==> config.mk <==
export PLATFORM = sky130hd
export DESIGN_NAME = reset_source_and_watchdog
export DESIGN_NICKNAME = d
export VERILOG_FILES = /design/src/reset_pkg.sv /design/src/reset_source_and_watchdog.sv /design/src/watchdog_timer.sv
export SDC_FILE = /design/constraint.sdc
export NUM_CORES = 1
export LEC_CHECK = 0
export BUFFER_PORTS_ARGS = -buffer_cell sky130_fd_sc_hd__buf_2
export CAP_MARGIN = 25
export CORE_MARGIN = 2
export CORE_UTILIZATION = 50
export DETAILED_ROUTE_END_ITERATION = 8
export PLACE_DENSITY = 0.76
export SLEW_MARGIN = 20
export SYNTH_ARGS = -nofsm -noshare
export SYNTH_HDL_FRONTEND = slang
export SYNTH_SLANG_ARGS = --single-unit
==> constraint.sdc <==
create_clock -name clk_in -period 4.06 [get_ports clk_in]
set_input_delay 0.203 -clock clk_in [delete_from_list [all_inputs] [get_ports clk_in]]
set_output_delay 0.203 -clock clk_in [all_outputs]
set_load 0.1 [all_outputs]
==> src/reset_pkg.sv <==
/*
 * Shared constants, field positions and carrier types for the reset source
 * controller and its watchdog.
 * Assumes a single 20 MHz system clock and an 8-bit register port.
 */
`default_nettype none

package reset_pkg;

    // system clock and timing
    localparam int unsigned CLK_HZ = 20_000_000;
    localparam int unsigned POR_TIMEOUT_MS = 100;
    localparam int unsigned POR_TIMEOUT_CYCLES = (CLK_HZ / 1000) * POR_TIMEOUT_MS;
    localparam int unsigned POR_CNT_WIDTH = 21;
    localparam int unsigned PIN_STRETCH_CYCLES = 12;
    localparam logic [2:0] WDT_DISARM_WINDOW = 3'h4;
    localparam int unsigned WDT_WIDTH = 21;

    // register offsets
    localparam logic [7:0] ADDR_RESET_SOURCE = 8'hef;
    localparam logic [7:0] ADDR_WATCHDOG_CTRL = 8'hff;

    // reset_source_register fields
    localparam int unsigned PIN_FLAG_BIT = 0;
    localparam int unsigned POR_FLAG_BIT = 1;
    localparam int unsigned MCD_FLAG_BIT = 2;
    localparam int unsigned WDT_FLAG_BIT = 3;
    localparam int unsigned COMP_FLAG_BIT = 5;
    localparam int unsigned CONV_FLAG_BIT = 6;

    // watchdog_control_register fields and commands
    localparam int unsigned WDT_ACTIVE_BIT = 4;
    localparam int unsigned WDT_NO_INTERVAL_BIT = 7;
    localparam logic [7:0] WDT_CMD_KICK = 8'ha5;
    localparam logic [7:0] WDT_CMD_DISARM1 = 8'hde;
    localparam logic [7:0] WDT_CMD_DISARM2 = 8'had;
    localparam logic [7:0] WDT_CMD_LOCK = 8'hff;

    // reset values
    localparam logic [7:0] RESET_SOURCE_RESET = 8'h00;
    localparam logic [2:0] WDT_INTERVAL_RESET = 3'h7;

    typedef struct packed {
        logic conv;
        logic comp;
        logic wdt;
        logic mcd;
        logic por;
        logic pin;
    } cause_t;

    typedef struct packed {
        logic supply_ok;
        logic monitor_en;
        logic pin_b;
        logic comp_high;
        logic conv_b;
        logic clk_missing;
        logic clk_stable;
    } async_in_t;

    typedef enum logic [2:0] {
        ST_POR,
        ST_PIN,
        ST_STRETCH,
        ST_CLKWAIT,
        ST_RUN
    } rst_state_t;

endpackage

`default_nettype wire

==> src/reset_source_and_watchdog.sv <==
/*
 * Reset controller: collects supply-monitor, pin, missing-clock, comparator,
 * convert-start and watchdog reset requests, sequences the core reset,
 * records the cause and hosts the watchdog.
 * Assumes all request pins are asynchronous to clk_in, rst_b_in is the
 * power-on reset, and the /RST pin is open drain with an external pull-up.
 */
`timescale 1ns/1ns
`default_nettype none

// Notes on behaviour
// - in reset: core halted, registers at reset values, pins known, interrupts and timers off
// - data memory is write-blocked through reset; contents undefined after power-on
// - port latches preset to all ones during and after reset
// - supply-monitor resets drive /RST low until the 100 ms timeout ends
// - on exit PC cleared, slowest internal oscillator; fetch from zero once clock stable
// - every reset leaves the watchdog enabled with the longest interval
// - supply monitor acts only with enable pin high and enable bit 1 set
// - power-on exit sets power-on flag; any other reset clears it
// - supply below threshold drives /RST low and resets like power-on
// - low /RST resets; release plus 12 cycles, then pin flag set
// - missing clock detector, enabled by bit 2, resets without driving /RST
// - comparator reset enable bit 5: low comparator output resets, pin untouched
// - convert-start reset enable bit 6: low input resets and stops starting conversions
// - 21-bit watchdog counter resets the device when its limit is exceeded
// - writing 0xa5 enables the watchdog and restarts its count
// - watchdog disabled only by 0xde then 0xad within 4 cycles
// - writing 0xff locks out disabling until reset, without kicking
// - timeout is 4^(3+interval) cycles; interval reads back, resets to 111b
// - interval written only when bit 7 is zero; bit 4 reads watchdog active
module reset_source_and_watchdog
    import reset_pkg::*;
#(
    parameter int unsigned POR_CYCLES = POR_TIMEOUT_CYCLES
)
(
    input wire logic clk_in,
    input wire logic rst_b_in,
    input wire logic supply_ok_in,
    input wire logic supply_monitor_enable_pin_in,
    input wire logic reset_pin_b_in,
    input wire logic comparator_high_in,
    input wire logic convert_start_input_b_in,
    input wire logic clock_missing_in,
    input wire logic clock_stable_in,
    input wire logic [7:0] addr_in,
    input wire logic [7:0] wdata_in,
    input wire logic wr_in,
    input wire logic rd_in,
    output logic [7:0] rdata_out,
    output logic reset_pin_out,
    output logic reset_pin_oe_out,
    output logic core_reset_b_out,
    output logic port_latch_preset_out,
    output logic ram_write_block_out,
    output logic osc_default_out,
    output logic fetch_enable_out,
    output logic convert_start_b_out
);

    localparam logic [POR_CNT_WIDTH-1:0] POR_LAST = POR_CNT_WIDTH'(POR_CYCLES - 1);
    localparam logic [POR_CNT_WIDTH-1:0] STRETCH_LAST = POR_CNT_WIDTH'(PIN_STRETCH_CYCLES - 1);
    localparam int unsigned SYNC_W = $bits(async_in_t);

    function automatic logic hit(input logic [7:0] addr, input logic [7:0] target);
        hit = (addr == target);
    endfunction

    function automatic logic [7:0] source_byte(input cause_t f);
        logic [7:0] b;
        b = RESET_SOURCE_RESET;
        b[PIN_FLAG_BIT] = f.pin;
        b[POR_FLAG_BIT] = f.por;
        b[MCD_FLAG_BIT] = f.mcd;
        b[WDT_FLAG_BIT] = f.wdt;
        b[COMP_FLAG_BIT] = f.comp;
        b[CONV_FLAG_BIT] = f.conv;
        source_byte = b;
    endfunction

    // synchronisers for every pin-level request
    async_in_t raw_in;
    async_in_t sync_in;
    logic [SYNC_W-1:0] meta_q;
    logic [SYNC_W-1:0] sync_q;

    assign raw_in.supply_ok = supply_ok_in;
    assign raw_in.monitor_en = supply_monitor_enable_pin_in;
    assign raw_in.pin_b = reset_pin_b_in;
    assign raw_in.comp_high = comparator_high_in;
    assign raw_in.conv_b = convert_start_input_b_in;
    assign raw_in.clk_missing = clock_missing_in;
    assign raw_in.clk_stable = clock_stable_in;

    genvar gi;
    generate
        for (gi = 0; gi < SYNC_W; gi++) begin : g_sync
            always_ff @(posedge clk_in or negedge rst_b_in) begin
                if (!rst_b_in) begin
                    meta_q[gi] <= 1'b0;
                    sync_q[gi] <= 1'b0;
                end else begin
                    meta_q[gi] <= raw_in[gi];
                    sync_q[gi] <= meta_q[gi];
                end
            end
        end
    endgenerate

    assign sync_in = async_in_t'(sync_q);

    // state and software-visible bits
    rst_state_t state_q;
    rst_state_t state_d;
    cause_t cause_q;
    cause_t cause_d;
    cause_t flags_q;
    logic [POR_CNT_WIDTH-1:0] cnt_q;
    logic supply_en_q;
    logic mcd_en_q;
    logic comp_en_q;
    logic conv_en_q;
    logic in_reset_q;
    logic wdt_expire;
    logic wdt_active;
    logic [2:0] wdt_interval;
    logic supply_fail;
    logic running;
    logic src_wr;
    logic wdt_wr;

    assign running = (state_q == ST_RUN);
    assign src_wr = wr_in && running && hit(addr_in, ADDR_RESET_SOURCE);
    assign wdt_wr = wr_in && running && hit(addr_in, ADDR_WATCHDOG_CTRL);
    assign supply_fail = sync_in.monitor_en && supply_en_q && !sync_in.supply_ok;

    always_comb begin
        state_d = state_q;
        cause_d = cause_q;
        if (supply_fail) begin
            state_d = ST_POR;
            cause_d = '{por: 1'b1, default: 1'b0};
        end else begin
            case (state_q)
                ST_POR: begin
                    if (cnt_q == POR_LAST) begin
                        // stretch covers the echo of our own pin drive through the synchroniser
                        state_d = ST_STRETCH;
                    end
                end
                ST_PIN: begin
                    if (sync_in.pin_b) begin
                        state_d = ST_STRETCH;
                    end
                end
                ST_STRETCH: begin
                    if (cnt_q == STRETCH_LAST) begin
                        state_d = ST_CLKWAIT;
                    end
                end
                ST_CLKWAIT: begin
                    if (!sync_in.pin_b) begin
                        state_d = ST_PIN;
                        cause_d = '{pin: 1'b1, default: 1'b0};
                    end else if (sync_in.clk_stable) begin
                        state_d = ST_RUN;
                    end
                end
                ST_RUN: begin
                    if (!sync_in.pin_b) begin
                        state_d = ST_PIN;
                        cause_d = '{pin: 1'b1, default: 1'b0};
                    end else if (mcd_en_q && sync_in.clk_missing) begin
                        state_d = ST_STRETCH;
                        cause_d = '{mcd: 1'b1, default: 1'b0};
                    end else if (wdt_expire) begin
                        state_d = ST_STRETCH;
                        cause_d = '{wdt: 1'b1, default: 1'b0};
                    end else if (comp_en_q && !sync_in.comp_high) begin
                        state_d = ST_STRETCH;
                        cause_d = '{comp: 1'b1, default: 1'b0};
                    end else if (conv_en_q && !sync_in.conv_b) begin
                        state_d = ST_STRETCH;
                        cause_d = '{conv: 1'b1, default: 1'b0};
                    end
                end
                default: begin
                    state_d = ST_POR;
                end
            endcase
        end
    end

    always_ff @(posedge clk_in or negedge rst_b_in) begin
        if (!rst_b_in) begin
            state_q <= ST_POR;
            cause_q <= '{por: 1'b1, default: 1'b0};
        end else begin
            state_q <= state_d;
            cause_q <= cause_d;
        end
    end

    // one counter serves the supply timeout and the release stretch
    always_ff @(posedge clk_in or negedge rst_b_in) begin
        if (!rst_b_in) begin
            cnt_q <= '0;
        end else if (state_d != state_q || supply_fail) begin
            cnt_q <= '0;
        end else if (state_q == ST_POR || state_q == ST_STRETCH) begin
            cnt_q <= cnt_q + POR_CNT_WIDTH'(1);
        end
    end

    // flags change only when the release stretch ends, before the clock wait
    always_ff @(posedge clk_in or negedge rst_b_in) begin
        if (!rst_b_in) begin
            flags_q <= '0;
        end else if (state_q == ST_STRETCH && state_d == ST_CLKWAIT) begin
            flags_q <= cause_q;
        end
    end

    // enables clear on any reset entry; the supply enable comes back set
    always_ff @(posedge clk_in or negedge rst_b_in) begin
        if (!rst_b_in) begin
            supply_en_q <= 1'b1;
            mcd_en_q <= 1'b0;
            comp_en_q <= 1'b0;
            conv_en_q <= 1'b0;
        end else if (!running) begin
            supply_en_q <= 1'b1;
            mcd_en_q <= 1'b0;
            comp_en_q <= 1'b0;
            conv_en_q <= 1'b0;
        end else if (src_wr) begin
            supply_en_q <= wdata_in[POR_FLAG_BIT];
            mcd_en_q <= wdata_in[MCD_FLAG_BIT];
            comp_en_q <= wdata_in[COMP_FLAG_BIT];
            conv_en_q <= wdata_in[CONV_FLAG_BIT];
        end
    end

    watchdog_timer watchdog_timer_inst (
        .clk_in(clk_in),
        .rst_b_in(rst_b_in),
        .sys_reset_in(in_reset_q),
        .wr_in(wdt_wr),
        .wdata_in(wdata_in),
        .expire_out(wdt_expire),
        .active_out(wdt_active),
        .interval_out(wdt_interval)
    );

    // read data stands only in the cycle after the strobe
    always_ff @(posedge clk_in or negedge rst_b_in) begin
        if (!rst_b_in) begin
            rdata_out <= 8'h00;
        end else if (rd_in && hit(addr_in, ADDR_RESET_SOURCE)) begin
            rdata_out <= source_byte(flags_q);
        end else if (rd_in && hit(addr_in, ADDR_WATCHDOG_CTRL)) begin
            rdata_out <= {3'h0, wdt_active, 1'b0, wdt_interval};
        end else begin
            rdata_out <= 8'h00;
        end
    end

    // core-facing controls, all released on a clock edge
    always_ff @(posedge clk_in or negedge rst_b_in) begin
        if (!rst_b_in) begin
            in_reset_q <= 1'b1;
            core_reset_b_out <= 1'b0;
            port_latch_preset_out <= 1'b1;
            ram_write_block_out <= 1'b1;
            osc_default_out <= 1'b1;
            fetch_enable_out <= 1'b0;
        end else begin
            in_reset_q <= (state_d != ST_RUN);
            core_reset_b_out <= (state_d == ST_RUN);
            port_latch_preset_out <= (state_d != ST_RUN);
            ram_write_block_out <= (state_d != ST_RUN);
            osc_default_out <= (state_d != ST_RUN);
            fetch_enable_out <= (state_d == ST_RUN);
        end
    end

    // open drain /RST: driven low only for power-on and supply-monitor resets
    always_ff @(posedge clk_in or negedge rst_b_in) begin
        if (!rst_b_in) begin
            reset_pin_out <= 1'b0;
            reset_pin_oe_out <= 1'b1;
        end else begin
            reset_pin_out <= 1'b0;
            reset_pin_oe_out <= (state_d == ST_POR);
        end
    end

    // a convert-start pin used as a reset no longer triggers conversions
    always_ff @(posedge clk_in or negedge rst_b_in) begin
        if (!rst_b_in) begin
            convert_start_b_out <= 1'b1;
        end else begin
            convert_start_b_out <= conv_en_q ? 1'b1 : sync_in.conv_b;
        end
    end

endmodule // reset_source_and_watchdog

`default_nettype wire

==> src/watchdog_timer.sv <==
/*
 * Watchdog: 21-bit counter on the system clock with kick, two-write
 * disable, disable lockout and interval selection.
 * Assumes sys_reset_in is a synchronous level from the reset controller.
 */
`timescale 1ns/1ns
`default_nettype none

module watchdog_timer
    import reset_pkg::*;
(
    input wire logic clk_in,
    input wire logic rst_b_in,
    input wire logic sys_reset_in,
    input wire logic wr_in,
    input wire logic [7:0] wdata_in,
    output logic expire_out,
    output logic active_out,
    output logic [2:0] interval_out
);

    logic [WDT_WIDTH-1:0] count_q;
    logic active_q;
    logic locked_q;
    logic [2:0] interval_q;
    logic [2:0] arm_q;
    logic expire_q;
    logic [WDT_WIDTH-1:0] last_count;

    // 4^(3+iv) periods is 2^(6+2*iv); the top interval's last count fills 20 bits exactly
    function automatic logic [WDT_WIDTH-1:0] timeout_last(input logic [2:0] iv);
        logic [WDT_WIDTH:0] span;
        span = (WDT_WIDTH+1)'(1) << (6 + 2 * int'(iv));
        timeout_last = WDT_WIDTH'(span - (WDT_WIDTH+1)'(1));
    endfunction

    assign last_count = timeout_last(interval_q);

    always_ff @(posedge clk_in or negedge rst_b_in) begin
        if (!rst_b_in) begin
            count_q <= '0;
        end else if (sys_reset_in || !active_q) begin
            count_q <= '0;
        end else if (wr_in && wdata_in == WDT_CMD_KICK) begin
            count_q <= '0;
        end else if (count_q < last_count) begin
            count_q <= count_q + WDT_WIDTH'(1);
        end
    end

    always_ff @(posedge clk_in or negedge rst_b_in) begin
        if (!rst_b_in) begin
            expire_q <= 1'b0;
        end else begin
            // >= so that shortening the interval past the count still fires
            expire_q <= active_q && !sys_reset_in && count_q >= last_count;
        end
    end

    always_ff @(posedge clk_in or negedge rst_b_in) begin
        if (!rst_b_in) begin
            active_q <= 1'b1;
        end else if (sys_reset_in) begin
            active_q <= 1'b1;
        end else if (wr_in && wdata_in == WDT_CMD_KICK) begin
            active_q <= 1'b1;
        end else if (wr_in && wdata_in == WDT_CMD_DISARM2 && arm_q != 3'h0 && !locked_q) begin
            active_q <= 1'b0;
        end
    end

    always_ff @(posedge clk_in or negedge rst_b_in) begin
        if (!rst_b_in) begin
            arm_q <= 3'h0;
        end else if (sys_reset_in || locked_q) begin
            arm_q <= 3'h0;
        end else if (wr_in && wdata_in == WDT_CMD_DISARM1) begin
            arm_q <= WDT_DISARM_WINDOW;
        end else if (arm_q != 3'h0) begin
            arm_q <= arm_q - 3'h1;
        end
    end

    always_ff @(posedge clk_in or negedge rst_b_in) begin
        if (!rst_b_in) begin
            locked_q <= 1'b0;
        end else if (sys_reset_in) begin
            locked_q <= 1'b0;
        end else if (wr_in && wdata_in == WDT_CMD_LOCK) begin
            locked_q <= 1'b1;
        end
    end

    always_ff @(posedge clk_in or negedge rst_b_in) begin
        if (!rst_b_in) begin
            interval_q <= WDT_INTERVAL_RESET;
        end else if (sys_reset_in) begin
            interval_q <= WDT_INTERVAL_RESET;
        end else if (wr_in && !wdata_in[WDT_NO_INTERVAL_BIT]) begin
            interval_q <= wdata_in[2:0];
        end
    end

    assign expire_out = expire_q;
    assign active_out = active_q;
    assign interval_out = interval_q;

endmodule // watchdog_timer

`default_nettype wire

==> reports/qor.yml, run 1 <==
status: "completed"
vias: 4197
drt-pass1-iter-count: 4
overflow: 0
fin_crit_ps: 3150
p_int_mw: 1.32
start_util: 0.511
routed_wl_um: 11200
synth-edff-count: 0
p_leak_nw: 2.59
gp_congestion: 0.885
setup_slack_ps: 914
cp-end-kind: "flop"
fill_cells: 853
grt_first_pass_wirelength_um: 18800
start_kind: "flop"
synthDominantCellAreaShare: 0.411
required_ps: 4360
synth_most_common_cell: "dfrtp_1"
ir_drop_mv: 0.263
max_slew_margin: 0.424
cap_viol_max_count: 0
r2r-start: "watchdog_timer_inst.interval_out[2]"
power_switching_mw: 0.479
path_clk_slew_ps: 100
setup_tns_ps: 0
syn_to_final_growth_pct: 11.3
core_sq_um: 10200
track_usage: 0.208
r2r_end: "watchdog_timer_inst.count_q[7]"
power_density_nw_per_um2: 309
holdPathStages: 3
first_global_vias: 3974
synth.distinct_cells: 62
cts_buffer_depth: 2
num_rows: 37
die_x_um: 106
dieHeight_um: 106
seqPwrFrac: 0.550
yosys-top-cells-area: "dfrtp_1 41%, ha_1 6.2%, dfstp_2 4.5%"
power_mw: 1.80
cts_resized: 0
via_per_inst: 5.92
grt_antenna_before_repair: 0
combPwrFrac: 0.079
tritoncts: "done"
multi_input_area_sq_um: 2680
antennaDiodeCount: 0
layout-drive-gt1-share: 0.185
cts_buffers: 9
finalNetCount: 621
root_buffer: "clkbuf_8"
synth_flop_cell: "dfrtp_1"
yosys_warnings: 0
insertion_delay_ps: 380
r2r_cells: 10
min_from: "wdata_in[6]"
hold_viol: 0
critPathKind: "reg -> reg"
portBuffers: 40
hold_path.class: "in -> reg"
avgRoutedWirePerCell_um: 15.7
cts_max_level: 3
hpwl_um: 8020
avgSynthCellArea_sq_um: 9.96
reg2reg_slack_ps: 910
placed_area_sq_um: 5530
synth-seq-cells: 95
post-place-ws_ps: 944
first_iter_violations: 257
drc: 0
fin_crit_sh: 0.775
ys_seq_area_frac: 0.457
arrival_ps: 3450
fmax_mhz: 318
ant_nets: 0
rsz0062_at_grt: "no"
hold-path-endpoint: "conv_en_q"
syn_area_sq_um: 5230
grt_max_degree: 66
synth_cells: 525
async_flop_share: 1.00
setup_violations: 0
report.final.slew_viol_count: 0
clockPowerShare: 0.372
path_max_fanout: 25
die-area_sq_um: 11300
tightest_slew_ps: 855
clock_sinks: 95
hold_slack_ps: 109
yosysTopAreaCell: "dfrtp_1"
skew_ps: 15.6
pin_count: 43
stdcell_area_sq_um: 5820
ff_latch_area_sq_um: 2390
switching_share: 0.266
yosys-top-cells-count: "86 x dfrtp_1, 46 x nand2_1, 42 x nor2_1"
[critical path, stage by stage (launching register included)]
cell,delay [ps]
dfstp_2,660
o21ai_0,160
or2_2,300
ha_1,270
nand2_1,50
o21ai_0,230
nor3_1,110
a311oi_4,640
buf_4,360
o21ai_0,140
a21oi_1,160
[area by class of cell]
| cell class | instances | share of cell area |
|---|---|---|
| flip-flops and latches | 95 | 0.410 |
| repair buffers | 54 | 0.0557 |
| clock inverters | 7 | 0.0153 |
| multi-input cells | 395 | 0.460 |
| clock buffers | 9 | 0.0213 |
| well taps | 136 | 0.0292 |
| inverters | 13 | 0.00838 |
[power groups by stage]
stage	sequential, mW	combinational (mW)	clock [mW]
4_1_cts	0.990	0.142	0.685
5_1_grt	0.993	0.160	0.719
3_3_place_gp	1.01	0.131	0
6_report	0.990	0.142	0.670
3_5_place_dp	1.01	0.135	0
2_1_floorplan	1.01	0.0863	0
[flip-flops by register name, indices dropped and copies added (netlist names)]
signal / count
cnt_q: 21
watchdog_timer_inst.count_q: 21
meta_q: 7
rdata_out: 7
sync_in: 7
cause_q: 6
flags_q: 6
state_q: 3
watchdog_timer_inst.arm_q: 3
watchdog_timer_inst.interval_out: 3
comp_en_q: 1
conv_en_q: 1
convert_start_b_out: 1
fetch_enable_out: 1
in_reset_q: 1
mcd_en_q: 1
reset_pin_oe_out: 1
supply_en_q: 1
watchdog_timer_inst.active_out: 1
watchdog_timer_inst.expire_out: 1
watchdog_timer_inst.locked_q: 1
[cells by family (layout without fill, tap and decap cells)]
family,after synthesis,count (layout),synth area share
compound gates,95,95,0.120
xor+xnor,22,22,0.0404
fa+ha+maj,26,26,0.0622
buf+inv,40,83,0.0385
flops,95,95,0.457
mux,14,14,0.0282
other cells,2,7,0.00144
simple gates,231,231,0.252
[per-stage QoR]
stage	utilization	std cells
global route	0.569	709
global placement	0.540	684
CTS	0.569	709
finish	0.569	709
floorplan	-	530
detailed placement	0.540	685
[layer usage]
| metal | up-vias | GRT usage | wire [um] |
|---|---|---|---|
| met5 | - | 0 | 0 |
| met4 | 0 | 0.0724 | 135 |
| met3 | 8 | 0.0270 | 407 |
| met2 | 104 | 0.344 | 5500 |
| met1 | 2090 | 0.284 | 5120 |
| li1 | 1995 | - | - |
[repair_timing]
item / in CTS / in global routing
buffers inserted: 0 / 0
hold endpoints to repair: 69 / 0
hold buffers: 8 / 0
[cells in the final DEF (no fill, tap or decap), types with 6 or more instances in the layout]
cell type	netlist	routed
inv_1	12	12
xnor2_1	10	10
nor3_1	8	8
and3_1	6	6
and2_1	7	7
buf_4	5	6
conb_1	2	7
nand3_1	20	20
o31ai_1	15	15
nor2_1	42	42
mux2i_1	8	8
nor3_2	17	17
dlygate4sd3_1	0	8
o21ai_0	10	10
or4_1	19	19
ha_1	26	26
a21oi_1	36	36
xor2_1	11	11
buf_2	8	39
nand2_1	46	46
dfstp_2	9	9
nand4_1	25	25
nand2b_1	9	9
clkbuf_8	0	9
dfrtp_1	86	86
mux2_2	6	6
[how the worst max path moves through the flow]
stage                                endpoint  slack, ps                                start
3_5_place_dp   watchdog_timer_inst.count_q[7]        940  watchdog_timer_inst.interval_out[2]
3_3_place_gp   watchdog_timer_inst.count_q[9]       1070  watchdog_timer_inst.interval_out[2]
5_1_grt        watchdog_timer_inst.count_q[4]        670  watchdog_timer_inst.interval_out[1]
4_1_cts        watchdog_timer_inst.count_q[7]        920  watchdog_timer_inst.interval_out[2]
2_1_floorplan  watchdog_timer_inst.count_q[7]       1220  watchdog_timer_inst.interval_out[1]
6_report       watchdog_timer_inst.count_q[7]        910  watchdog_timer_inst.interval_out[2]
Power figures use the tool's default switching activity.
==> run 2, diff against run 1 <==
clock period = 3.3 ns   (was 4.06 ns; I/O delays follow)
==> run 2 against run 1 <==
Net effect: maximum frequency up 6.3%; total power rose by 19%; final area is 0.80% higher; via count decreased by 0.12%; first-iteration DRC count shrank 17%; critical path type unchanged; critical endpoint is now watchdog_timer_inst.count_q[13]; highest routed layer unchanged.
==> reports/qor.yml, run 2 (synthesized netlist as in run 1, its figures left out) <==
status: "completed"
power_mw: 2.15  # +19%
post-route-util: 0.573  # +0.00453
cts_resized: 0  # unchanged
antennaDiodeCount: 0  # unchanged
rsz0062_at_grt: "no"
first_global_vias: 4173  # +5.0%
path_max_fanout: 41  # +64%
overflow: 0  # unchanged
placed_area_sq_um: 5560  # +0.63%
grt_max_degree: 81  # +23%
layout-drive-gt1-share: 0.191  # +0.00565
track_usage: 0.213  # +0.00443
reg_top3: "cnt_q x21, watchdog_timer_inst.count_q x21"
final_common_cell: "dfrtp_1"
syn_to_final_growth_pct: 12.2
stdcell_area_sq_um: 5870  # +0.80%
grt_antenna_before_repair: 0  # unchanged
ir_drop_mv: 0.322  # +22%
drt-pass1-iter-count: 5  # +1
tightest_slew_ps: 740  # -115 ps
hpwl_um: 7900  # -1.6%
grt_first_pass_wirelength_um: 19400  # +3.3%
report.final.slew_viol_count: 0  # unchanged
p_leak_nw: 2.61  # +0.89%
cts_buffer_depth: 2  # unchanged
dieHeight_um: 106  # unchanged
mostFrequentLayoutCells: "86 x dfrtp_1, 46 x nand2_1, 42 x nor2_1"
ant_nets: 0  # unchanged
path_clk_slew_ps: 110  # about the same
setup_violations: 0  # unchanged
hold_viol: 0  # unchanged
fin_crit_sh: 0.897  # +0.122
max_slew_margin: 0.506  # +0.0817
routed_wl_um: 11100  # -0.71%
cts_buffers: 9  # unchanged
first_iter_violations: 214  # -17%
skew_ps: 12.2  # -3.42 ps
finalNetCount: 625  # +0.64%
vias: 4192  # -0.12%
start_util: 0.511  # unchanged
setup_tns_ps: 0  # unchanged
cp-end-kind: "flop"
critPathKind: "reg -> reg"
via_per_inst: 5.88  # -0.68%
tritoncts: "done"
start_kind: "flop"
cts_max_level: 3  # unchanged
r2r_cells: 10  # unchanged
holdPathStages: 3  # unchanged
pin_count: 43  # unchanged
cap_viol_max_count: 0  # unchanged
num_rows: 37  # unchanged
fin_crit_ps: 2960  # -185 ps
fmax_mhz: 338  # +6.3%
core_sq_um: 10200  # unchanged
die-area_sq_um: 11300  # unchanged
power_density_nw_per_um2: 366  # +18%
avgRoutedWirePerCell_um: 15.5  # -1.3%
drc: 0  # unchanged
gp_congestion: 0.860  # -2.8%
insertion_delay_ps: 370  # about the same
hold_path.class: "in -> reg"
required_ps: 3590  # -770 ps
root_buffer: "clkbuf_8"
clock_sinks: 95  # unchanged
fill_cells: 876  # +2.7%
portBuffers: 40  # unchanged
die_x_um: 106  # unchanged
arrival_ps: 3260  # -190 ps
[run 2: cell count changes in the layout (fill, tap and decap cells not counted)]
cell	before	now
buf_4	6	8
inv_8	0	2
buf_12	0	1
buf_16	0	1
bufinv_16	1	0
inv_6	3	2
o21ai_0	10	9
o21ai_1	1	2
[run 2: stage by stage]
step | setup WS, ps | hold WS, ps | std cells
CTS | 342 | 64.0 | 712
detailed placement | 373 | 274 | 688
global placement | 487 | 274 | 687
global route | 125 | 92.4 | 713
floorplan | 460 | -131 | 530
finish | 339 | 78.9 | 713
[run 2: worst paths after layout]
| kind | from | end | slack, ps |
|---|---|---|---|
| worst min-delay path | wdata_in[1] | supply_en_q | 80 |
| min in group asynchronous | rst_b_in | watchdog_timer_inst.count_q[9] | 210 |
| worst max-delay path | watchdog_timer_inst.interval_out[2] | watchdog_timer_inst.count_q[13] | 340 |
| max in group asynchronous | rst_b_in | in_reset_q | 2470 |
| worst max register to register | watchdog_timer_inst.interval_out[2] | watchdog_timer_inst.count_q[13] | 340 |
| worst min register to register | meta_q[4] | sync_in[4] | 360 |
[run 2: timing repair]
item,4_1_cts,5_1_grt
setup buffers,0,0
endpoints found under the hold margin,77,0
hold buffers,8,0
[run 2: area by class of cell]
type	count	area, sq um	share of cell area
tap	136	170	0.0290
multi-input combinational	395	2680	0.456
sequential	95	2390	0.407
clock buffer	9	124	0.0211
clock inverter	7	72.6	0.0124
timing repair buffer	58	387	0.0659
inverter	13	48.8	0.00832
[run 2: per-layer routing]
layer  up-vias  share of wire  global-route usage
met3        13          0.051              0.0386
li1       2000              -                   -
met1      2065           0.44               0.274
met4         0          0.013              0.0733
met2       114           0.50               0.361
met5         -              0                   0
[run 2: worst max-delay path: stages (launching register included)]
cell and delay, ps:
dfstp_2 660, o21ai_0 150, or2_2 300, ha_1 270
nand2_1 70, o21ai_0 110, nor3_1 310, a311oi_4 150
buf_12 190, or4_1 510, a21oi_1 160
[run 2: report_power, final]
group	leakage (nW)	switching (mW)	total [mW]	internal, mW
clock	0.0970	0.453	0.750	0.297
combinational	1.25	0.104	0.179	0.0749
sequential	1.26	0.0289	1.22	1.19
==> run 3, diff against run 2 <==
CELL_PAD_IN_SITES_DETAIL_PLACEMENT = 1   (was not set)
CELL_PAD_IN_SITES_GLOBAL_PLACEMENT = 1   (was not set)
CORE_UTILIZATION = 40   (was 50)
CTS_CLUSTER_SIZE = 20   (was not set)
PLACE_DENSITY = 0.77   (was 0.76)
==> run 3 against run 2 <==
Net effect: wire length grew 17%; sequential power about the same; total power grew 21%; clock skew fell by 4.1 ps; non-clock buffer count shrank 3; final area is 2.7% higher; register-to-register slack is essentially flat; via count is 0.64% higher.
==> reports/qor.yml, run 3 (synthesized netlist as in run 1, its figures left out) <==
tritoncts: "done"
ant_nets: 0  # unchanged
reg_top3: "cnt_q x21, watchdog_timer_inst.count_q x21"
power_density_nw_per_um2: 431  # +18%
drt-pass1-iter-count: 4  # -1
insertion_delay_ps: 350  # -20 ps
clock_sinks: 95  # unchanged
layout-drive-gt1-share: 0.190  # -0.000746
path_max_fanout: 41  # unchanged
first_iter_violations: 202  # -5.6%
skew_ps: 8.05  # -4.13 ps
track_usage: 0.198  # -0.0145
seqPwrFrac: 0.471  # -0.097
cts_buffers: 9  # unchanged
fin_crit_sh: 0.901  # +0.00408
arrival_ps: 3250  # about the same
vias: 4219  # +0.64%
core_sq_um: 12700  # +24%
setup_violations: 0  # unchanged
report.final.slew_viol_count: 0  # unchanged
overflow: 0  # unchanged
power_switching_mw: 0.617  # +5.3%
dieHeight_um: 118  # +11%
critPathMaxStageDelay_ps: 650  # about the same
status: "completed"
cts_max_level: 3  # unchanged
hold_path.class: "in -> reg"
combPwrFrac: 0.071  # -0.012
p_int_mw: 1.98  # +27%
hold_viol: 0  # unchanged
cp-end-kind: "flop"
start_kind: "flop"
hpwl_um: 9220  # +17%
clockPowerShare: 0.459  # +0.110
grt_antenna_before_repair: 0  # unchanged
path_clk_slew_ps: 70  # -40 ps
cts_resized: 0  # unchanged
switching_share: 0.238  # -0.0350
portBuffers: 40  # unchanged
fmax_mhz: 336  # -0.45%
fin_crit_ps: 2970  # +13.5 ps
mostFrequentLayoutCells: "86 x dfrtp_1, 46 x nand2_1, 42 x nor2_1"
die_x_um: 118  # +11%
via_per_inst: 5.66  # -3.8%
antennaDiodeCount: 0  # unchanged
cap_viol_max_count: 0  # unchanged
pin_count: 43  # unchanged
first_global_vias: 4576  # +9.7%
grt_max_degree: 55  # -32%
start_util: 0.413  # -0.0984
die-area_sq_um: 14000  # +24%
root_buffer: "clkbuf_16"
slowest_stage: "dfstp_2"
syn_to_final_growth_pct: 15.2
placed_area_sq_um: 5600  # +0.61%
num_rows: 41  # +11%
drc: 0  # unchanged
required_ps: 3580  # about the same
grt_first_pass_wirelength_um: 22500  # +16%
cts_buffer_depth: 2  # unchanged
setup_tns_ps: 0  # unchanged
crit_chain: "o21ai_0 > or2_2 > ha_1 > a21oi_1 > o21ai_0 > nor3_1 > a311oi_4 > buf_12 > or4_1 > a21oi_1"
tightest_slew_ps: 845  # +104 ps
gp_congestion: 0.773  # -10%
routed_wl_um: 12900  # +17%
avgRoutedWirePerCell_um: 17.3  # +12%
max_slew_margin: 0.433  # -0.0725
ir_drop_mv: 0.326  # +1.3%
stdcell_area_sq_um: 6020  # +2.7%
critPathKind: "reg -> reg"
rsz0062_at_grt: "no"
p_leak_nw: 2.66  # +2.0%
finalNetCount: 622  # -0.48%
final_common_cell: "dfrtp_1"
run 3: cell types whose count changed in the layout (fill, tap and decap cells not counted), moves of 2 or more:
| cell | delta |
|---|---|
| inv_6 | -2 |
| clkbuf_8 | -7 |
| bufinv_16 | +2 |
| clkbuf_16 | +9 |
run 3: critical path: cells and delay by family, from the launching register on:
kind                       cells  cell delay, ps
AOI/OAI and AO/OA              5             760
adders and majority gates      1             190
buffers and inverters          1             190
DFF                            1             650
and+or+nand+nor                3            1100
run 3: stage by stage:
stage / cells / total power [mW] / setup slack, ps / hold slack [ps] / util
after floorplan: 530 / 1.34 / 460 / -131 / -
final: 746 / 2.59 / 326 / 127 / 0.475
after global routing: 746 / 2.68 / 151 / 152 / 0.475
after global placement: 722 / 1.40 / 478 / 247 / 0.442
after detailed placement: 722 / 1.42 / 363 / 259 / 0.442
after CTS: 746 / 2.62 / 320 / 121 / 0.475
run 3: repair_timing:
item / CTS / global route
hold buffers: 8 / 0
setup endpoints to repair: 0 / 0
endpoints found under the hold margin: 51 / 0
buffers inserted: 0 / 0
run 3: per-layer routing:
metal | global-route usage | share of wire | up-vias | routed length, um
li1 | - | - | 1999 | -
met1 | 0.245 | 0.44 | 2141 | 5660
met2 | 0.348 | 0.52 | 60 | 6710
met3 | 0.0270 | 0.023 | 19 | 293
met4 | 0.0813 | 0.021 | 0 | 274
met5 | 0 | 0 | - | 0
run 3: final timing paths:
check,start,end,slack (ps),cells after the start
hold / removal,wdata_in[2],mcd_en_q,130,3
max in group asynchronous,rst_b_in,cause_q[1],2100,3
hold reg to reg,meta_q[6],sync_in[6],340,0
min in group asynchronous,rst_b_in,watchdog_timer_inst.count_q[17],400,2
setup reg to reg,watchdog_timer_inst.interval_out[2],watchdog_timer_inst.count_q[13],330,10
setup / recovery,watchdog_timer_inst.interval_out[2],watchdog_timer_inst.count_q[13],330,10
run 3: power by group through the flow:
stage | clock, mW | combinational, mW | sequential (mW)
finish | 1.19 | 0.184 | 1.22
global route | 1.25 | 0.207 | 1.22
CTS | 1.21 | 0.184 | 1.22
detailed placement | 0 | 0.174 | 1.24
global placement | 0 | 0.164 | 1.24
floorplan | 0 | 0.106 | 1.24
run 3: final cells by class:
| cell class | count | area [sq um] |
|---|---|---|
| Fill cell | 1449 | 6650 |
| Multi-Input combinational cell | 395 | 2680 |
| Sequential cell | 95 | 2390 |
| Timing Repair Buffer | 55 | 348 |
| Clock buffer | 11 | 253 |
| Tap cell | 172 | 215 |
| Clock inverter | 5 | 88.8 |
| Inverter | 13 | 48.8 |
